==> config.mk <==
export PLATFORM = sky130hd
export DESIGN_NAME = event_router
export DESIGN_NICKNAME = d
export VERILOG_FILES = /design/src/common/event_router_pkg.sv /design/src/event_router.sv
export SDC_FILE = /design/constraint.sdc
export NUM_CORES = 1
export LEC_CHECK = 0
export BUFFER_PORTS_ARGS = -buffer_cell sky130_fd_sc_hd__buf_2
export CAP_MARGIN = 20
export CELL_PAD_IN_SITES_DETAIL_PLACEMENT = 0
export CELL_PAD_IN_SITES_GLOBAL_PLACEMENT = 2
export CORE_MARGIN = 2
export CORE_UTILIZATION = 44
export CTS_CLUSTER_DIAMETER = 60
export DETAILED_ROUTE_END_ITERATION = 8
export PLACE_DENSITY_LB_ADDON = 0.1
export SLEW_MARGIN = 10
export SYNTH_ARGS = -nofsm -noshare
export SYNTH_HDL_FRONTEND = slang
export SYNTH_SLANG_ARGS = --single-unit
==> constraint.sdc <==
create_clock -name pclk -period 4.51 [get_ports pclk]
set_clock_uncertainty 0.1 [all_clocks]
set_input_delay 1.1275 -clock pclk [delete_from_list [all_inputs] [get_ports pclk]]
set_output_delay 1.1275 -clock pclk [all_outputs]
set_load 0.01 [all_outputs]
==> src/common/event_router_pkg.sv <==
// Constants, register map and carrier types of the event router
// Summary of operation
// - Four interrupt outputs toward the collector plus one wake output.
// - An output rises when a routed, unmasked input shows an event.
// - Each input routes to any mix of interrupt and wake outputs.
// - Inputs come from internal system signals and from every GPIO-capable pin.
// - Each input acts directly on its level or through an edge latch.
// - Active polarity is programmed separately for each input.
// - A direct event vanishes as soon as its input goes inactive.
// - A latched event stays until software clears it.
// - A global enable per input blocks it from every output.
// - A per-input, per-output enable blocks it from single outputs.
// - Software reads which events drive each output separately.
// - Direct event detection does not depend on a running clock; edge latching needs pclk.
// - The wake output can rise with all clocks stopped.
// - GPIO-capable pins trigger events in functional or GPIO mode.
package event_router_pkg;
   localparam int NUM_IRQ  = 4;
   localparam int NUM_OUT  = NUM_IRQ + 1;
   localparam int WAKE_IDX = NUM_IRQ;

   localparam logic [11:0] POL_OFS     = 12'h000;
   localparam logic [11:0] MODE_OFS    = 12'h004;
   localparam logic [11:0] GEN_EN_OFS  = 12'h008;
   localparam logic [11:0] LATCH_OFS   = 12'h00C;
   localparam logic [11:0] RAW_OFS     = 12'h010;
   localparam logic [11:0] OUT_EN_BASE = 12'h020;
   localparam logic [11:0] STAT_BASE   = 12'h040;
   localparam logic [11:0] OUT_STRIDE  = 12'h004;

   localparam logic [31:0] POL_RST    = 32'hFFFFFFFF;
   localparam logic [31:0] MODE_RST   = 32'h00000000;
   localparam logic [31:0] GEN_EN_RST = 32'h00000000;
   localparam logic [31:0] OUT_EN_RST = 32'h00000000;

   typedef struct packed {
      logic        psel;
      logic        penable;
      logic        pwrite;
      logic [11:0] paddr;
      logic [31:0] pwdata;
   } apb_req_type;

   typedef struct packed {
      logic        pready;
      logic        pslverr;
      logic [31:0] prdata;
   } apb_rsp_type;
endpackage : event_router_pkg

==> src/event_router.sv <==
// Event router: level or edge events routed to interrupt and wake outputs
//
// Chosen here: the APB slave port and the register offsets.
`timescale 1ns/1ps
module event_router #(
   parameter int NUM_SYS  = 16,
   parameter int NUM_GPIO = 16
) (
   input  wire logic                              pclk,
   input  wire logic                              presetn,
   input  wire event_router_pkg::apb_req_type     apb_req,
   output event_router_pkg::apb_rsp_type          apb_rsp,
   input  wire logic [NUM_SYS-1:0]                sys_evt,
   input  wire logic [NUM_GPIO-1:0]               gpio_in,
   output logic [event_router_pkg::NUM_IRQ-1:0]   irq,
   output logic                                   wake
);
   localparam int NI = NUM_SYS + NUM_GPIO;
   localparam int NO = event_router_pkg::NUM_OUT;

   typedef logic [NI-1:0] vec_type;

   // Zero-extend an input-wide vector onto the data bus
   function automatic logic [31:0] widen(input vec_type v);
      logic [31:0] r;
      r         = '0;
      r[NI-1:0] = v;
      return r;
   endfunction : widen

   // Output index behind a strided block, or NO when outside it
   function automatic int unsigned out_slot(input logic [11:0] a,
                                            input logic [11:0] base);
      int unsigned s;
      s = NO;
      for (int o = 0; o < NO; o++) begin
         if (a == base + 12'(o) * event_router_pkg::OUT_STRIDE) begin
            s = o;
         end
      end
      return s;
   endfunction : out_slot

   vec_type pol_q;
   vec_type mode_q;
   vec_type gen_en_q;
   vec_type lat_q;
   vec_type lat_d;
   vec_type act_q;
   vec_type out_en_q [NO];
   logic [31:0] prdata_q;

   vec_type pin_w;
   vec_type act_w;
   vec_type edge_w;
   vec_type clr_w;
   vec_type ev_w;
   vec_type route_w [NO];

   // Pads are sensed whatever the pin mux does with them
   assign pin_w  = {gpio_in, sys_evt};
   assign act_w  = ~(pin_w ^ pol_q);
   assign edge_w = act_w & ~act_q & mode_q;

   // Direct events are pure logic so wake works with pclk stopped
   assign ev_w = (mode_q & lat_q) | (~mode_q & act_w);

   genvar go;
   generate
      for (go = 0; go < NO; go++) begin : g_route
         assign route_w[go] = ev_w & gen_en_q & out_en_q[go];
      end
      for (go = 0; go < event_router_pkg::NUM_IRQ; go++) begin : g_irq
         assign irq[go] = |route_w[go];
      end
   endgenerate

   assign wake = |route_w[event_router_pkg::WAKE_IDX];

   // APB decode
   logic        setup_w;
   logic        access_w;
   logic        wr_w;
   logic [11:0] addr_w;
   int unsigned en_slot_w;
   int unsigned st_slot_w;
   logic        mapped_w;
   logic [31:0] rd_mux_w;

   assign addr_w    = apb_req.paddr;
   assign setup_w   = apb_req.psel & ~apb_req.penable;
   assign access_w  = apb_req.psel & apb_req.penable;
   assign wr_w      = access_w & apb_req.pwrite & mapped_w;
   assign en_slot_w = out_slot(addr_w, event_router_pkg::OUT_EN_BASE);
   assign st_slot_w = out_slot(addr_w, event_router_pkg::STAT_BASE);
   assign mapped_w  = addr_w == event_router_pkg::POL_OFS
                   || addr_w == event_router_pkg::MODE_OFS
                   || addr_w == event_router_pkg::GEN_EN_OFS
                   || addr_w == event_router_pkg::LATCH_OFS
                   || addr_w == event_router_pkg::RAW_OFS
                   || en_slot_w < NO
                   || st_slot_w < NO;

   always_comb begin
      rd_mux_w = '0;
      if (addr_w == event_router_pkg::POL_OFS) begin
         rd_mux_w = widen(pol_q);
      end else if (addr_w == event_router_pkg::MODE_OFS) begin
         rd_mux_w = widen(mode_q);
      end else if (addr_w == event_router_pkg::GEN_EN_OFS) begin
         rd_mux_w = widen(gen_en_q);
      end else if (addr_w == event_router_pkg::LATCH_OFS) begin
         rd_mux_w = widen(lat_q);
      end else if (addr_w == event_router_pkg::RAW_OFS) begin
         rd_mux_w = widen(act_w);
      end else if (en_slot_w < NO) begin
         rd_mux_w = widen(out_en_q[en_slot_w]);
      end else if (st_slot_w < NO) begin
         rd_mux_w = widen(route_w[st_slot_w]);
      end
   end

   assign apb_rsp.pready  = 1'b1;
   assign apb_rsp.pslverr = access_w & ~mapped_w;
   assign apb_rsp.prdata  = prdata_q;

   // Write-one-to-clear; a fresh edge in the same cycle wins
   assign clr_w = (wr_w && addr_w == event_router_pkg::LATCH_OFS)
                ? apb_req.pwdata[NI-1:0] : '0;
   assign lat_d = (lat_q & ~clr_w) | edge_w;

   always_ff @(posedge pclk or negedge presetn) begin
      if (!presetn) begin
         lat_q    <= '0;
         act_q    <= '0;
         prdata_q <= '0;
      end else begin
         lat_q <= lat_d;
         act_q <= act_w;
         if (setup_w && !apb_req.pwrite) begin
            prdata_q <= rd_mux_w;
         end
      end
   end

   always_ff @(posedge pclk or negedge presetn) begin
      if (!presetn) begin
         pol_q    <= event_router_pkg::POL_RST[NI-1:0];
         mode_q   <= event_router_pkg::MODE_RST[NI-1:0];
         gen_en_q <= event_router_pkg::GEN_EN_RST[NI-1:0];
      end else if (wr_w) begin
         if (addr_w == event_router_pkg::POL_OFS) begin
            pol_q <= apb_req.pwdata[NI-1:0];
         end
         if (addr_w == event_router_pkg::MODE_OFS) begin
            mode_q <= apb_req.pwdata[NI-1:0];
         end
         if (addr_w == event_router_pkg::GEN_EN_OFS) begin
            gen_en_q <= apb_req.pwdata[NI-1:0];
         end
      end
   end

   generate
      for (go = 0; go < NO; go++) begin : g_en
         always_ff @(posedge pclk or negedge presetn) begin
            if (!presetn) begin
               out_en_q[go] <= event_router_pkg::OUT_EN_RST[NI-1:0];
            end else if (wr_w && en_slot_w == go) begin
               out_en_q[go] <= apb_req.pwdata[NI-1:0];
            end
         end
      end
   endgenerate
endmodule : event_router
==> results.yml <==
status:
  status: "finished clean"
die:
  design.core.area_mm2: 0.0421
  dieHeight_um: 211
  floorplan.die.width_um: 211
  die_footprint_mm2: 0.0446
  placementRows: 75
  top_level_ports: 120
  floorplan.initialDensity: 0.448
clocking:
  numCtsBuffers: 42
  cts.repair_timing.setup_buffer_count: 0
  post_cts_resize_count: 0
  cts.sink_count: 352
  cts_max_path_buffers: 3
  clk_root_buffer_cell: "clkbuf_16"
  tritoncts: "done"
  clk-insertion-delay-late_ps: 570
  postCtsHoldBufs: 0
  path_clk_slew_ps: 50
  ctsHtreeMaxLevel: 2
final_layout:
  num-nets-final: 1975
  syn2layout_area_growth_pct: 16.0
  drive_above_1_share: 0.283
  ant_diodes: 0
  fillCellCount: 3889
synthesis:
  ys_top_cells_by_area: "dfrtp_1 (42%), mux2_2 (12%), mux2i_1 (4.7%)"
  post_synth_inst_count: 1790
  syn_nets: 1871
  netlist.top_cell.by_area: "dfrtp_1"
  ys_seq_area_frac: 0.469
  dominantRegCellSynth: "dfrtp_1"
  yosysWarnings: 0
  post_synth_most_frequent_cells: "dfrtp_1 (320), mux2_2 (202), nand2_1 (145)"
  netlist_area_before_placement_mm2: 0.0189
  synth.lib_cells_used.distinct: 57
  post_synth_xor_xnor_area: 0.0148
  synth_compound_gate_area_share: 0.219
  synth.avg_cell_area_um2: 10.5
  synth_edf_count: 0
  synthSimpleGateAreaFrac: 0.0746
  synth_async_sr_flop_share: 1.00
  combinational_family_with_the_most_area_after_synthesis: "compound AO/OA/AOI/OAI gates"
  yosys.cell_count.top_type: "dfrtp_1"
  synth-seq-cells: 352
  synthMuxAreaShare: 0.173
  synth_fa_ha_area_frac: 0
  post-synth-top-area-fraction: 0.424
power_and_ir_drop:
  cell_internal_pwr_mw: 5.47
  clock_power_share: 0.467
  netSwitchingFraction: 0.249
  power.combinational.fraction: 0.085
  p_leak_nw: 9.90
  worst_ir_drop_vdd_mv: 0.288
  total_power_mw: 7.27
  total_switching_power_mw: 1.81
  cellPowerDensity_mw_per_mm2: 332
  power.sequential.fraction: 0.448
drt:
  drt_pre_antenna_iters: 6
  route.final.wire_length_um: 73900
  via_count: 16200
  drc_viols: 0
  avgViaCountPerCell: 6.58
  drt_iter0_drc: 1742
  route.antenna.remaining_nets: 0
  wl_per_cell_um: 30.0
placed_design:
  placement.io_buffers: 118
  final_weighted_congestion_of_routability_driven_global_placement: 0.976
  dp_hpwl_um: 49000
timing:
  fin_crit_ps: 4390
  tightestPinTransition_ps: 968
  timing_hold_violations_final: 0
  maxSlewHeadroom: 0.354
  totalNegativeSetupSlack_ps: 0
  final.period_utilization: 0.973
  slew_limit_fails: 0
  setup_viol: 0
  setup_repair_after_global_routing_missed_its_margin: "no"
  max_clock_freq_mhz: 228
worst_setup_path:
  critPathMaxFanout: 6
  reg2regPathDepth: 6
  startpoint_type: "primary input"
  worstPathRequired_ps: 3280
  worstPathArrival_ps: 3160
  timing.critical_path.to_type: "output port"
  crit_type: "in -> out"
global_route:
  antenna_violations_before_repair: 1
  largest_net_degree_at_the_start_of_global_routing: 97
  grt_first_pass_wirelength_um: 108000
  grt_usage: 0.331
  vias_in_the_first_global_route: 15800
  grt.overflow.total: 0
flow_run:
  maximum_capacitance_violations: 0
hold_path:
  worst_hold_path_type: "reg -> reg"
  hold_path_depth: 1
## state kept, by name (all words and copies together) (netlist names)
register,cells
lat_q,32
pol_q,32
out_en_q,160
act_q,32
gen_en_q,32
mode_q,32
prdata_q,32
## power groups by stage
stage / registers, mW / clock network [mW] / logic (mW)
3_3_place_gp: 3.31 / 0 / 0.609
2_1_floorplan: 3.33 / 0 / 0.263
6_report: 3.26 / 3.39 / 0.618
3_5_place_dp: 3.32 / 0 / 0.615
4_1_cts: 3.26 / 3.45 / 0.618
5_1_grt: 3.27 / 3.57 / 0.662
## layout make-up
cell class / instances / area (um^2) / area share
well taps: 539 / 674 / 0.0308
inverters: 80 / 300 / 0.0137
clock buffers: 66 / 1260 / 0.0576
multi-input cells: 1208 / 9180 / 0.419
flip-flops and latches: 352 / 8850 / 0.404
repair buffers: 210 / 1540 / 0.0701
clock inverters: 10 / 106 / 0.00486
## metrics by stage
stage | util | instance area (um^2) | worst slack, ps | hold WS, ps | instances
after floorplan | - | 18900 | 644 | 379 | 1790
after global placement | 0.487 | 20500 | 129 | 401 | 2389
after detailed placement | 0.487 | 20500 | 154 | 412 | 2389
after CTS | 0.520 | 21900 | 142 | 426 | 2465
after global routing | 0.520 | 21900 | 23.9 | 445 | 2465
final | 0.520 | 21900 | 120 | 424 | 2465
## routing by layer
| layer | vias up | track usage | part of all wire |
|---|---|---|---|
| met4 | 0 | 0.111 | 0.029 |
| met1 | 8361 | 0.463 | 0.44 |
| met3 | 128 | 0.0624 | 0.079 |
| li1 | 6982 | - | - |
| met2 | 741 | 0.519 | 0.46 |
| met5 | - | 0 | 0 |
## worst max-delay path, stage by stage
cell      delay [ps]
buf_2            100
xnor2_1          130
a31o_2           340
a22o_1           250
a221oi_1         250
nand3_1          130
or4_1            630
buf_2            190
## logic make-up after synthesis
| kind of cell | Yosys count |
|---|---|
| other cells | 1 |
| buf+inv | 230 |
| compound gates | 587 |
| xor+xnor | 32 |
| simple gates | 288 |
| flops | 352 |
| mux | 300 |
## worst paths after layout
kind / end / slack [ps] / startpoint
worst max-delay path: irq[0] / 120 / sys_evt[1]
worst min-delay path: lat_q[24] / 420 / lat_q[24]
worst max register to register: prdata_q[7] / 2330 / pol_q[7]
worst min register to register: lat_q[24] / 420 / lat_q[24]
max in group asynchronous: pol_q[4] / 2830 / presetn
min in group asynchronous: prdata_q[17] / 500 / presetn
## cell usage in the layout, fill, tap and decap left out, types with 43 or more instances in the layout
cell and instances:
inv_1 79, dfrtp_1 320, o21ai_0 81, a21oi_1 106, clkbuf_16 43, buf_4 73, buf_2 116, mux2_2 202
a22oi_1 66, a221o_1 58, o22ai_1 60, mux2i_1 88, nand2_1 144
Power figures use the tool's default switching activity.
